[src/rtl/swr_pkg.sv]
package swr_pkg;

  // ----------------------------------------------------------------
  // Widths and status layout
  // ----------------------------------------------------------------
  localparam int WAKE_PINS = 4;
  localparam int IO_PINS = 8;
  localparam int STATUS_TO_BIT = 4;
  localparam int STATUS_PD_BIT = 3;
  localparam logic TO_N_RESET = 1'b1;
  localparam logic PD_N_RESET = 1'b1;
  localparam logic [7:0] WDT_CLEAR_VALUE = 8'h00;
  localparam logic [7:0] WDT_TOP = 8'hFF;

  // ----------------------------------------------------------------
  // Timing
  // ----------------------------------------------------------------
  localparam int CLK_PERIOD_NS = 25;
  // Oscillator start-up wait after a wake reset (least time, rounds up)
  localparam int OSC_START_NS = 1000;
  localparam int OSC_START_CYCLES = (OSC_START_NS + CLK_PERIOD_NS - 1) / CLK_PERIOD_NS;
  // Nominal watchdog base period from its own timing (longest, rounds down)
  localparam int WDT_BASE_NS = 18000;
  localparam int WDT_BASE_CYCLES = WDT_BASE_NS / CLK_PERIOD_NS;
  localparam int RESET_PULSE_CYCLES = 2;

  // ----------------------------------------------------------------
  // Sequencer states
  // ----------------------------------------------------------------
  typedef enum logic [1:0] {
    SWR_RUN = 2'b00,
    SWR_SLEEP = 2'b01,
    SWR_WAKE_RST = 2'b10,
    SWR_OSC_START = 2'b11
  } swr_state_t;

endpackage

[src/rtl/swr_wdt_if.sv]
`timescale 1ns/1ps
`default_nettype none

// Control and time-out between sequencer and watchdog
interface swr_wdt_if;
  logic enable;
  logic clear;
  logic pre_assigned;
  logic [2:0] ps_sel;
  logic timeout;

  modport ctrl (output enable, output clear, output pre_assigned, output ps_sel, input timeout);
  modport wdt (input enable, input clear, input pre_assigned, input ps_sel, output timeout);
endinterface

`default_nettype wire

[src/rtl/swr_watchdog.sv]
`timescale 1ns/1ps
`default_nettype none

module swr_watchdog #(
  parameter int BASE_CYCLES = swr_pkg::WDT_BASE_CYCLES
) (
  input wire logic mclk_in,
  input wire logic reset_in,
  swr_wdt_if.wdt wdt_bus
);

  typedef struct packed {
    logic [15:0] base;
    logic [7:0] pre;
    logic [7:0] cnt;
    logic timeout;
  } swr_wdt_regs_t;

  swr_wdt_regs_t r;
  swr_wdt_regs_t next_r;
  logic tick;
  logic step;
  logic [7:0] mask;

  // ----------------------------------------------------------------
  // Base tick, postscaler and counter
  // ----------------------------------------------------------------
  // Base divider stands in for the watchdog's own oscillator
  always_comb
  begin
    next_r = r;
    next_r.timeout = 1'b0;
    mask = 8'((9'h002 << wdt_bus.ps_sel) - 9'h001);
    tick = (r.base == 16'(BASE_CYCLES - 1));
    step = 1'b0;
    if (!wdt_bus.enable)
    begin
      next_r.base = 16'h0000;
      next_r.pre = 8'h00;
      next_r.cnt = swr_pkg::WDT_CLEAR_VALUE;
    end
    else if (wdt_bus.clear)
    begin
      next_r.base = 16'h0000;
      next_r.cnt = swr_pkg::WDT_CLEAR_VALUE;
      if (wdt_bus.pre_assigned)
      begin
        next_r.pre = 8'h00;
      end
    end
    else
    begin
      next_r.base = tick ? 16'h0000 : r.base + 16'h0001;
      if (tick && wdt_bus.pre_assigned)
      begin
        next_r.pre = r.pre + 8'h01;
        step = ((r.pre | ~mask) == 8'hFF);
      end
      else
      begin
        step = tick;
      end
      if (step)
      begin
        next_r.cnt = r.cnt + 8'h01;
        next_r.timeout = (r.cnt == swr_pkg::WDT_TOP);
      end
    end
  end

  always_ff @(posedge mclk_in or posedge reset_in)
  begin
    if (reset_in)
    begin
      r <= '0;
    end
    else
    begin
      r <= next_r;
    end
  end

  assign wdt_bus.timeout = r.timeout;
endmodule

`default_nettype wire

[src/rtl/swr_sleep_wake.sv]
`timescale 1ns/1ps
`default_nettype none

module swr_sleep_wake #(
  parameter int OSC_CYCLES = swr_pkg::OSC_START_CYCLES,
  parameter int WDT_BASE = swr_pkg::WDT_BASE_CYCLES
) (
  input wire logic mclk_in,
  input wire logic reset_in,
  input wire logic sleep_instr_in,
  input wire logic watchdog_clear_instr_in,
  input wire logic port_access_in,
  input wire logic [swr_pkg::WAKE_PINS-1:0] wake_pins_in,
  input wire logic master_clear_pin_n_in,
  input wire logic master_clear_enable_in,
  input wire logic watchdog_enable_in,
  input wire logic wake_on_change_enable_in,
  input wire logic prescaler_to_wdt_in,
  input wire logic [2:0] prescale_sel_in,
  input wire logic [swr_pkg::IO_PINS-1:0] core_io_in,
  input wire logic [swr_pkg::IO_PINS-1:0] core_io_oe_in,
  output logic [swr_pkg::IO_PINS-1:0] io_out,
  output logic [swr_pkg::IO_PINS-1:0] io_oe_out,
  output logic master_clear_oe_out,
  output logic osc_drive_en_out,
  output logic sleeping_out,
  output logic device_reset_out,
  output logic core_hold_out,
  output logic timeout_flag_n_out,
  output logic powerdown_flag_n_out,
  output logic wake_change_flag_out,
  output logic [7:0] status_out
);

  typedef struct packed {
    swr_pkg::swr_state_t state;
    logic [swr_pkg::WAKE_PINS-1:0] pin_s1;
    logic [swr_pkg::WAKE_PINS-1:0] pin_s2;
    logic [swr_pkg::WAKE_PINS-1:0] pin_ref;
    logic master_clear_pin_s1;
    logic master_clear_pin_s2;
    logic timeout_flag_n;
    logic powerdown_flag_n;
    logic wake_change_flag;
    logic [swr_pkg::IO_PINS-1:0] io_q;
    logic [swr_pkg::IO_PINS-1:0] oe_q;
    logic master_clear_pin_oe;
    logic [15:0] wait_cnt;
  } swr_regs_t;

  swr_regs_t r;
  swr_regs_t next_r;
  logic master_clear_pin_reset;
  logic pin_change;
  logic wdt_timeout;
  logic wake_any;

  swr_wdt_if wdt_bus ();

  swr_watchdog #(
    .BASE_CYCLES(WDT_BASE)
  ) u_watchdog (
    .mclk_in(mclk_in),
    .reset_in(reset_in),
    .wdt_bus(wdt_bus)
  );

  // ----------------------------------------------------------------
  // Event decode
  // ----------------------------------------------------------------
  // Only the second synchroniser stage is looked at
  assign master_clear_pin_reset = master_clear_enable_in && !r.master_clear_pin_s2;
  assign pin_change = wake_on_change_enable_in && (r.pin_s2 != r.pin_ref);
  assign wdt_timeout = wdt_bus.timeout;
  assign wake_any = master_clear_pin_reset || wdt_timeout || pin_change;

  // Watchdog control: cleared on sleep entry, by the instruction, and on wake
  assign wdt_bus.enable = watchdog_enable_in;
  assign wdt_bus.pre_assigned = prescaler_to_wdt_in;
  assign wdt_bus.ps_sel = prescale_sel_in;
  assign wdt_bus.clear = (r.state == swr_pkg::SWR_RUN
                          && (sleep_instr_in || watchdog_clear_instr_in))
                         || r.state == swr_pkg::SWR_WAKE_RST;

  // ----------------------------------------------------------------
  // Sequencer
  // ----------------------------------------------------------------
  always_comb
  begin
    next_r = r;
    next_r.pin_s1 = wake_pins_in;
    next_r.pin_s2 = r.pin_s1;
    next_r.master_clear_pin_s1 = master_clear_pin_n_in;
    next_r.master_clear_pin_s2 = r.master_clear_pin_s1;
    next_r.master_clear_pin_oe = 1'b0;
    unique case (r.state)
      swr_pkg::SWR_RUN:
      begin
        next_r.io_q = core_io_in;
        next_r.oe_q = core_io_oe_in;
        if (port_access_in)
        begin
          next_r.pin_ref = r.pin_s2;
        end
        if (master_clear_pin_reset || wdt_timeout)
        begin
          next_r.state = swr_pkg::SWR_WAKE_RST;
          next_r.wait_cnt = 16'h0000;
          if (wdt_timeout)
          begin
            next_r.timeout_flag_n = 1'b0;
          end
        end
        else if (sleep_instr_in)
        begin
          next_r.state = swr_pkg::SWR_SLEEP;
          next_r.timeout_flag_n = 1'b1;
          next_r.powerdown_flag_n = 1'b0;
        end
        else if (watchdog_clear_instr_in)
        begin
          next_r.timeout_flag_n = 1'b1;
          next_r.powerdown_flag_n = 1'b1;
        end
      end
      swr_pkg::SWR_SLEEP:
      begin
        // io_q and oe_q keep their pre-sleep value here
        if (wake_any)
        begin
          next_r.state = swr_pkg::SWR_WAKE_RST;
          next_r.wait_cnt = 16'h0000;
          next_r.wake_change_flag = pin_change && !master_clear_pin_reset && !wdt_timeout;
          if (wdt_timeout)
          begin
            next_r.timeout_flag_n = 1'b0;
          end
        end
      end
      swr_pkg::SWR_WAKE_RST:
      begin
        // Stay in reset while the pin is still held low
        if (r.wait_cnt < 16'(swr_pkg::RESET_PULSE_CYCLES - 1) || master_clear_pin_reset)
        begin
          next_r.wait_cnt = r.wait_cnt + 16'h0001;
        end
        else
        begin
          next_r.state = swr_pkg::SWR_OSC_START;
          next_r.wait_cnt = 16'h0000;
        end
      end
      swr_pkg::SWR_OSC_START:
      begin
        // Core waits for a running clock before the first fetch
        if (r.wait_cnt == 16'(OSC_CYCLES - 1))
        begin
          next_r.state = swr_pkg::SWR_RUN;
        end
        else
        begin
          next_r.wait_cnt = r.wait_cnt + 16'h0001;
        end
      end
    endcase
  end

  always_ff @(posedge mclk_in or posedge reset_in)
  begin
    if (reset_in)
    begin
      r <= '0;
      r.state <= swr_pkg::SWR_RUN;
      r.timeout_flag_n <= swr_pkg::TO_N_RESET;
      r.powerdown_flag_n <= swr_pkg::PD_N_RESET;
      r.master_clear_pin_s1 <= 1'b1;
      r.master_clear_pin_s2 <= 1'b1;
    end
    else
    begin
      r <= next_r;
    end
  end

  // ----------------------------------------------------------------
  // Outputs
  // ----------------------------------------------------------------
  assign io_out = r.io_q;
  assign io_oe_out = r.oe_q;
  assign master_clear_oe_out = r.master_clear_pin_oe;
  assign osc_drive_en_out = (r.state != swr_pkg::SWR_SLEEP);
  assign sleeping_out = (r.state == swr_pkg::SWR_SLEEP);
  assign device_reset_out = (r.state == swr_pkg::SWR_WAKE_RST);
  assign core_hold_out = (r.state != swr_pkg::SWR_RUN);
  assign timeout_flag_n_out = r.timeout_flag_n;
  assign powerdown_flag_n_out = r.powerdown_flag_n;
  assign wake_change_flag_out = r.wake_change_flag;
  always_comb
  begin
    status_out = 8'h00;
    status_out[swr_pkg::STATUS_TO_BIT] = r.timeout_flag_n;
    status_out[swr_pkg::STATUS_PD_BIT] = r.powerdown_flag_n;
  end

  // Hold cycles after the reset pulse; the count must track OSC_CYCLES, not a fixed figure
  logic [15:0] hold_len;
  always_ff @(posedge mclk_in or posedge reset_in)
  begin
    if (reset_in)
    begin
      hold_len <= 16'h0000;
    end
    else if (device_reset_out || !core_hold_out)
    begin
      hold_len <= 16'h0000;
    end
    else
    begin
      hold_len <= hold_len + 16'h0001;
    end
  end
endmodule

`default_nettype wire

[config.mk]
export PLATFORM = sky130hd
export DESIGN_NAME = swr_sleep_wake
export DESIGN_NICKNAME = d
export VERILOG_FILES = /design/src/rtl/swr_pkg.sv /design/src/rtl/swr_wdt_if.sv /design/src/rtl/swr_watchdog.sv /design/src/rtl/swr_sleep_wake.sv
export SDC_FILE = /design/constraint.sdc
export NUM_CORES = 1
export LEC_CHECK = 0
export BUFFER_PORTS_ARGS = -buffer_cell sky130_fd_sc_hd__buf_2
export CORE_UTILIZATION = 55
export CTS_CLUSTER_DIAMETER = 30
export DETAILED_ROUTE_END_ITERATION = 10
export PLACE_DENSITY_LB_ADDON = 0.05
export REMOVE_ABC_BUFFERS = 1
export SKIP_LAST_GASP = 1
export SLEW_MARGIN = 30
export SYNTH_ARGS = -nofsm -noshare
export SYNTH_HDL_FRONTEND = slang
export SYNTH_SLANG_ARGS = --single-unit
[constraint.sdc]
create_clock -name mclk_in -period 2.65 [get_ports mclk_in]
set_input_delay 0.265 -clock mclk_in [delete_from_list [all_inputs] [get_ports mclk_in]]
set_output_delay 0.265 -clock mclk_in [all_outputs]
set_load 0.01 [all_outputs]
# Yosys cells after proc, flatten, opt, wreduce, memory -nomap -nowiden

Index checks and enable logic that the tools add are counted.

Register bits after elaboration: 84
Latch bits: 0
Bits in writable memories: 0
ROM bits: 0
Memories kept: 0

Add/sub/neg operators: 5
Multipliers: 0
Divide/modulo/power cells: 0
$lt $le $gt $ge: 1
Equality and inequality tests: 19
Shifts and indexed selects: 1
Multiplexer cells: 28
Bitwise logic cells: 3
Reduce and logical (&&, ||, !) cells: 25

Operator list:

| cell                    | count |
|---|---|
| $mux W16                | 5 |
| $mux W32                | 2 |
| $pmux W16 S4            | 1 |
| $add A16 B1 Y16 const B | 2 |
| $add A8 B1 Y8 const B   | 2 |
| $eq A16 B10 Y1 const B  | 1 |
| $eq A16 B6 Y1 const B   | 1 |
| $eq A8 B8 Y1 const B    | 2 |
| $lt A16 B1 Y1 const B   | 1 |
| $mux W8                 | 2 |
| $mux W2                 | 7 |
| $mux W9                 | 1 |
| $reduce_and A3 Y1       | 3 |
| $mux W1                 | 8 |
| $not A8 Y8              | 1 |
| $or A8 B8 Y8            | 1 |
| $pmux W2 S4             | 1 |
| $shl A2 B3 Y8 const A   | 1 |
| $sub A8 B1 Y8 const B   | 1 |
| $logic_and A1 B1 Y1     | 6 |
| $ne A2 B1 Y1 const B    | 3 |
| $ne A2 B2 Y1 const B    | 3 |
| $ne A3 B1 Y1 const B    | 2 |
| $reduce_and A2 Y1       | 3 |
| other kinds (13)        | 22 |

# Longest topological paths before layout

Depth in word-level cells: 11
Gate-level depth with buffers: 10

# Hierarchy

From an unflattened synthesis, not the netlist that was laid out.

Cell total of the unflattened synthesis: 429
Area, all modules: 4,406.7 um^2

By module, submodules not included:

| module         | instances | cells an instance | area an instance (um^2) | seq. area each (um^2) |
|---|---|---|---|---|
| swr_sleep_wake | 1         | 237               | 2,600.0                 | 1,281.2 |
| swr_watchdog   | 1         | 192               | 1,806.7                 | 825.8 |

# Worst setup path after synthesis

No wires, ideal clock.

Kind: input -> register
Start point: input port prescale_sel_in[1]
End point: register u_watchdog.r[7] (netlist bit)
Library setup time: 0.078 ns
Arrival time: 2.297 ns
Required time: 2.572 ns
Slack: 0.275 ns
Stages: 9
Path buffers: 1
Cell sequence: clkbuf_1 nor3_1 inv_1 ha_1 xnor2_1 o32ai_1 o41a_1 or4_1 a21oi_1

Word-level cells in the longest chain between the ends: 9

RTL lines:

| what                   | line                 | RTL |
|---|---|---|
| start: declaration     | swr_sleep_wake.sv:19 | `input wire logic [2:0] prescale_sel_in,` |
| $shl A2 B3 Y8          | swr_watchdog.sv:33   | `mask = 8'((9'h002 << wdt_bus.ps_sel) - 9'h001);` |
| $sub A8 B1 Y8          | swr_watchdog.sv:33   |  |
| $not A8 Y8             | swr_watchdog.sv:57   | `step = ((r.pre \| ~mask) == 8'hFF);` |
| $or A8 B8 Y8           | swr_watchdog.sv:57   |  |
| $eq A8 B8 Y1           | swr_watchdog.sv:57   |  |
| $mux W1                | swr_watchdog.sv:54   | `if (tick && wdt_bus.pre_assigned)` |
| $mux W1                | swr_watchdog.sv:42   | `else if (wdt_bus.clear)` |
| $mux W1                | swr_watchdog.sv:36   | `if (!wdt_bus.enable)` |
| $ne A3 B1 Y1 (no line) | n/a                  |  |
| end signal: assignment | swr_watchdog.sv:79   | `r <= next_r;` |
| end: declaration       | swr_watchdog.sv:19   | `swr_wdt_regs_t r;` |

No other way between the ends. The select of a mux whose other input is x is not followed.
A chain may end at the register's enable or synchronous reset.

# Worst setup path in the final report

Start point: register u_watchdog.r[21] (netlist bit)
End point: register u_watchdog.r[8] (netlist bit)

Word-level cells in the longest chain between the ends: 6

RTL lines:

| what                     | line               | RTL |
|---|---|---|
| $eq A16 B10 Y1 *         | swr_watchdog.sv:34 | `tick = (r.base == 16'(BASE_CYCLES - 1));` |
| $logic_and A1 B1 Y1      | swr_watchdog.sv:54 |  |
| $mux W1 *                | swr_watchdog.sv:54 |  |
| $mux W1 *                | swr_watchdog.sv:42 |  |
| $mux W1 *                | swr_watchdog.sv:36 |  |
| $ne A3 B1 Y1 (no line) * | n/a                |  |

Every way passes the cells marked *; elsewhere a longest branch is shown, timed or not. The select of a mux whose other input is x is not followed.

==> PnR_summary.wiki <==
{| class="wikitable"
! Metric !! Value
|-
| Warnings from Yosys || 0
|-
| Fraction of the core area covered by cells at the end of the flow || approximately 63%
|-
| Data required, critical path || 2920 ps
|-
| Filler Cell Count || around 680
|-
| Sum of routed wire length over all layers || 8370 um
|-
| Mean instance size in the synthesized netlist || 9.87 um2
|-
| Total of max-cap violations || 0
|-
| Area growth, synth to finish || 11.6%
|-
| Sequential fraction of the synthesis area || slightly below 50%
|-
| Slew at the pin closest to its max-slew limit || 671 ps
|-
| Post-detailed-route DRC marker count || 0
|-
| Post-DP HPWL || 6000 um
|-
| Fraction of final layout cells with drive strength greater than 1 || between 20% and 30%
|-
| Routed length on met2 || 4060 um
|-
| Worst setup slack after layout || 135 ps
|-
| Routed wirelength normalized by instance count || 14.1 um
|-
| Number of distinct standard cells referenced by the synthesized netlist || between 40 and 50
|-
| Die footprint || 8290 um2
|-
| Clock-pin slew on the worst setup and hold paths || 90 ps
|-
| Worst endpoint data arrival time || between 2000 and 3000 ps
|-
| Synth Register Bits || 84
|-
| Fraction of post-synthesis cell area in the top cell type by area || around 46%
|-
| Worst voltage drop across the vdd grid || 0.311 mV
|-
| Switching Fraction || between 30% and 40%
|-
| Setup crit start || u_watchdog.r[21]$_DFF_PP0_
|-
| Fmax || 398 MHz
|-
| Relative max-transition margin || 55.0%
|-
| Post-CTS setup-driven buffer insertion count || 0
|-
| Clk Tree Root Cell || sky130_fd_sc_hd__clkbuf_8
|-
| Worst Setup Slack post-DPL || -15.7 ps
|-
| Sum of routed wire segments on met1 || around 4000 um
|-
| Cell count after placement || 578
|-
| Number of cells produced by synthesis || 442
|-
| Global-route wire length before repair || 14300 um
|-
| Violated checks || hold timing
|-
| All-layer global routing usage || 21.3%
|-
| Synth area leader || sky130_fd_sc_hd__dfrtp_1
|-
| Violation count after the first detailed-route iteration || 59
|-
| Count of flip-flops with a built-in enable after synthesis || 0
|-
| Leak || approximately 2.1 nW
|-
| Power share of the sequential group || 40.4%
|-
| Crit Path Category || reg2reg
|-
| Setup crit start kind || register
|-
| Flip-flop cell with the highest count after synthesis || sky130_fd_sc_hd__dfrtp_1
|-
| Via total after detailed routing || roughly 3300
|-
| Part of the total power dissipated in the clock network || 22.7%
|-
| Met3 WL || 277 um
|-
| Non-filler cells in the finished layout || 594
|-
| Initial Util || 56.7%
|-
| Number of core rows || 32
|-
| Number of levels in the clock H-tree || 3
|-
| Reg2reg setup slack || 130 ps
|-
| CTS Buffer Depth || 2
|-
| Final hold slack || -11.5 ps
|-
| Die X || 91.0 um
|-
| Synth async-reset ratio || 100%
|-
| Final hold violation count || 25
|-
| Switching power total || 1.42 mW
|-
| Final setup viols || 0
|-
| Post-place instance area || 4650 um2
|-
| Num CTS Buffers || 9
|-
| Area of the mapped netlist || approximately 4400 um2
|-
| Initial antenna violation count || 0
|-
| Cell types with the largest area share after synthesis || sky130_fd_sc_hd__dfrtp_1 (46%), sky130_fd_sc_hd__mux2_2 (5.4%), sky130_fd_sc_hd__o21ai_0 (4.6%), sky130_fd_sc_hd__buf_4 (4.3%), sky130_fd_sc_hd__nor2_1 (3.0%)
|-
| Final standard cell area without fillers || 4870 um2
|-
| Max-slew violation total from the final report || 0
|-
| Startpoint of the worst-slack reg-to-reg timing path || u_watchdog.r[21]$_DFF_PP0_
|-
| Highest Signal Layer || met4
|-
| Clock Sinks || 84
|-
| R2r endpoint || u_watchdog.r[8]$_DFFE_PP0P_
|-
| Power density over the cells || 833 nW/um2
|-
| Clock insertion delay at the later pin of the skew report || 340 ps
|-
| Die Height || 91.0 um
|-
| Combinational power share || 36.9%
|-
| Post-DRT Antenna Nets || 0
|-
| Largest net degree at the start of global routing || 46
|-
| Post-route fraction of the period consumed by the critical path || 94.9%
|-
| Internal cell power || approximately 2.6 mW
|-
| Core region area || 7690 um2
|-
| Critical path capture point || u_watchdog.r[8]$_DFFE_PP0P_
|-
| Overall overflow remaining after global route || 0
|-
| Status || finished with violations
|-
| CP max FO || 7
|-
| N_diodes || 0
|-
| Class of the tightest hold or removal check || in2async
|-
| Unrepaired setup endpoints after global routing || true
|-
| Detail-routed via count per cell || around 5.5
|-
| Weighted congestion at the end of routability-driven global placement || 0.841
|-
| Via count of the first global-routing pass || 3225
|-
| Setup crit end kind || register
|-
| Worst-case clock skew || 8.90 ps
|-
| Number of iterations in the first detailed-routing pass || 4
|-
| Clock tree from TritonCTS || yes
|-
| Worst Reg-to-Reg Cells || 6
|-
| Final min period || between 2000 and 3000 ps
|-
| Final-stage net count || 531
|-
| Io pins || between 60 and 70
|-
| IO Port Bufs || 57
|}
metrics by stage:
step | TNS (ps) | power, mW | hold slack, ps
floorplan | -1570 | 2.62 | 269
global placement | 0 | 3.13 | 339
detailed placement | -21.7 | 3.17 | 341
CTS | 0 | 4.10 | 3.89
global route | -68.4 | 4.33 | 6.43
finish | 0 | 4.05 | -11.5
worst max-delay path, cell delays in order (launching register included):
cell and delay, ps:
sky130_fd_sc_hd__dfrtp_1 440, sky130_fd_sc_hd__nor4_2 290, sky130_fd_sc_hd__nand2_1 160, sky130_fd_sc_hd__or4_1 550, sky130_fd_sc_hd__or2_0 350, sky130_fd_sc_hd__or4_1 500
sky130_fd_sc_hd__a21oi_1 160
synthesized netlist by cell type (5+ instances only):
master,number
sky130_fd_sc_hd__or4_1,8
sky130_fd_sc_hd__inv_1,12
sky130_fd_sc_hd__nand4_1,10
sky130_fd_sc_hd__a31oi_1,6
sky130_fd_sc_hd__o31ai_1,16
sky130_fd_sc_hd__nor4_1,7
sky130_fd_sc_hd__nor3_1,5
sky130_fd_sc_hd__dfrtp_1,80
sky130_fd_sc_hd__mux2_2,21
sky130_fd_sc_hd__ha_1,10
sky130_fd_sc_hd__o21ai_0,40
sky130_fd_sc_hd__and3_1,10
sky130_fd_sc_hd__buf_4,25
sky130_fd_sc_hd__nand2_1,32
sky130_fd_sc_hd__nor2b_1,8
sky130_fd_sc_hd__a21oi_1,15
sky130_fd_sc_hd__nor2_1,35
sky130_fd_sc_hd__xnor2_1,15
sky130_fd_sc_hd__nand3_1,21
sky130_fd_sc_hd__clkbuf_1,14
timing repair:
item,CTS,global route
setup endpoints to repair,0,3
endpoints found under the hold margin,1,0
resized for setup,0,2
hold buffers,1,0
cell usage in the layout (no fill, tap or decap), types with 6 or more instances in the layout:
| cell | instances |
|---|---|
| sky130_fd_sc_hd__a21oi_1 | 15 |
| sky130_fd_sc_hd__or4_1 | 8 |
| sky130_fd_sc_hd__nand2_1 | 32 |
| sky130_fd_sc_hd__ha_1 | 10 |
| sky130_fd_sc_hd__buf_4 | 11 |
| sky130_fd_sc_hd__nor4_1 | 6 |
| sky130_fd_sc_hd__inv_1 | 11 |
| sky130_fd_sc_hd__xnor2_1 | 15 |
| sky130_fd_sc_hd__buf_2 | 57 |
| sky130_fd_sc_hd__nand3_1 | 21 |
| sky130_fd_sc_hd__dfrtp_1 | 80 |
| sky130_fd_sc_hd__mux2_2 | 21 |
| sky130_fd_sc_hd__nor2_1 | 35 |
| sky130_fd_sc_hd__and3_1 | 10 |
| sky130_fd_sc_hd__conb_1 | 7 |
| sky130_fd_sc_hd__o31ai_1 | 15 |
| sky130_fd_sc_hd__o21ai_0 | 39 |
| sky130_fd_sc_hd__clkbuf_8 | 9 |
| sky130_fd_sc_hd__nor2b_1 | 8 |
| sky130_fd_sc_hd__nand4_1 | 10 |
| sky130_fd_sc_hd__a31oi_1 | 6 |
registers in the layout, summed over array words and instances (netlist names):
| name | cells |
|---|---|
| u_watchdog.wdt_bus.timeout | 1 |
| next_r | 5 |
| wake_change_flag_out | 1 |
| io_out | 8 |
| io_oe_out | 8 |
| timeout_flag_n_out | 1 |
| u_watchdog.r | 32 |
| powerdown_flag_n_out | 1 |
| r | 27 |
cells by family after synthesis:
| family | Yosys count | synth area share (%) |
|---|---|---|
| adders and majority gates | 10 | 2.87 |
| xor gates and xnor gates | 19 | 3.82 |
| buffers and inverters | 53 | 6.77 |
| and+or+nand+nor | 160 | 19.2 |
| DFF | 84 | 48.3 |
| muxes | 23 | 5.88 |
| other | 1 | 0.0860 |
| AOI/OAI and AO/OA | 92 | 13.1 |
metal layers:
layer	vias up	global-route usage [%]
li1	1655	-
met1	1578	27.6
met2	54	36.1
met3	8	3.43
met4	0	7.94
met5	-	0
power by group through the flow:
| stage | Clock [mW] | Sequential [mW] | Combinational, mW |
|---|---|---|---|
| 2_1_floorplan | 0 | 1.73 | 0.895 |
| 3_3_place_gp | 0 | 1.65 | 1.48 |
| 3_5_place_dp | 0 | 1.67 | 1.50 |
| 4_1_cts | 0.946 | 1.64 | 1.51 |
| 5_1_grt | 0.989 | 1.67 | 1.67 |
| 6_report | 0.921 | 1.64 | 1.50 |
layout make-up:
| type | count | area (um2) | area share [%] |
|---|---|---|---|
| Timing Repair Buffer | 70 | 398 | 8.17 |
| Multi-Input combinational cell | 311 | 1990 | 40.9 |
| Clock buffer | 9 | 124 | 2.54 |
| Inverter | 12 | 46.3 | 0.951 |
| Sequential cell | 84 | 2110 | 43.3 |
| Tap cell | 102 | 128 | 2.62 |
| Clock inverter | 6 | 73.8 | 1.52 |
worst min path at each step:
| stage | start | to | slack (ps) |
|---|---|---|---|
| detailed placement | next_r[44]$_DFF_PP0_ | r[44]$_DFF_PP0_ | 340 |
| global route | wake_pins_in[1] | next_r[43]$_DFF_PP0_ | 6 |
| CTS | reset_in | io_out[6]$_DFFE_PP0P_ | 4 |
| global placement | next_r[45]$_DFF_PP0_ | r[45]$_DFF_PP0_ | 340 |
| floorplan | master_clear_pin_n_in | next_r[36]$_DFF_PP1_ | 270 |
| finish | reset_in | r[43]$_DFF_PP0_ | -10 |
Note: power is estimated with default switching activity, not from simulation.
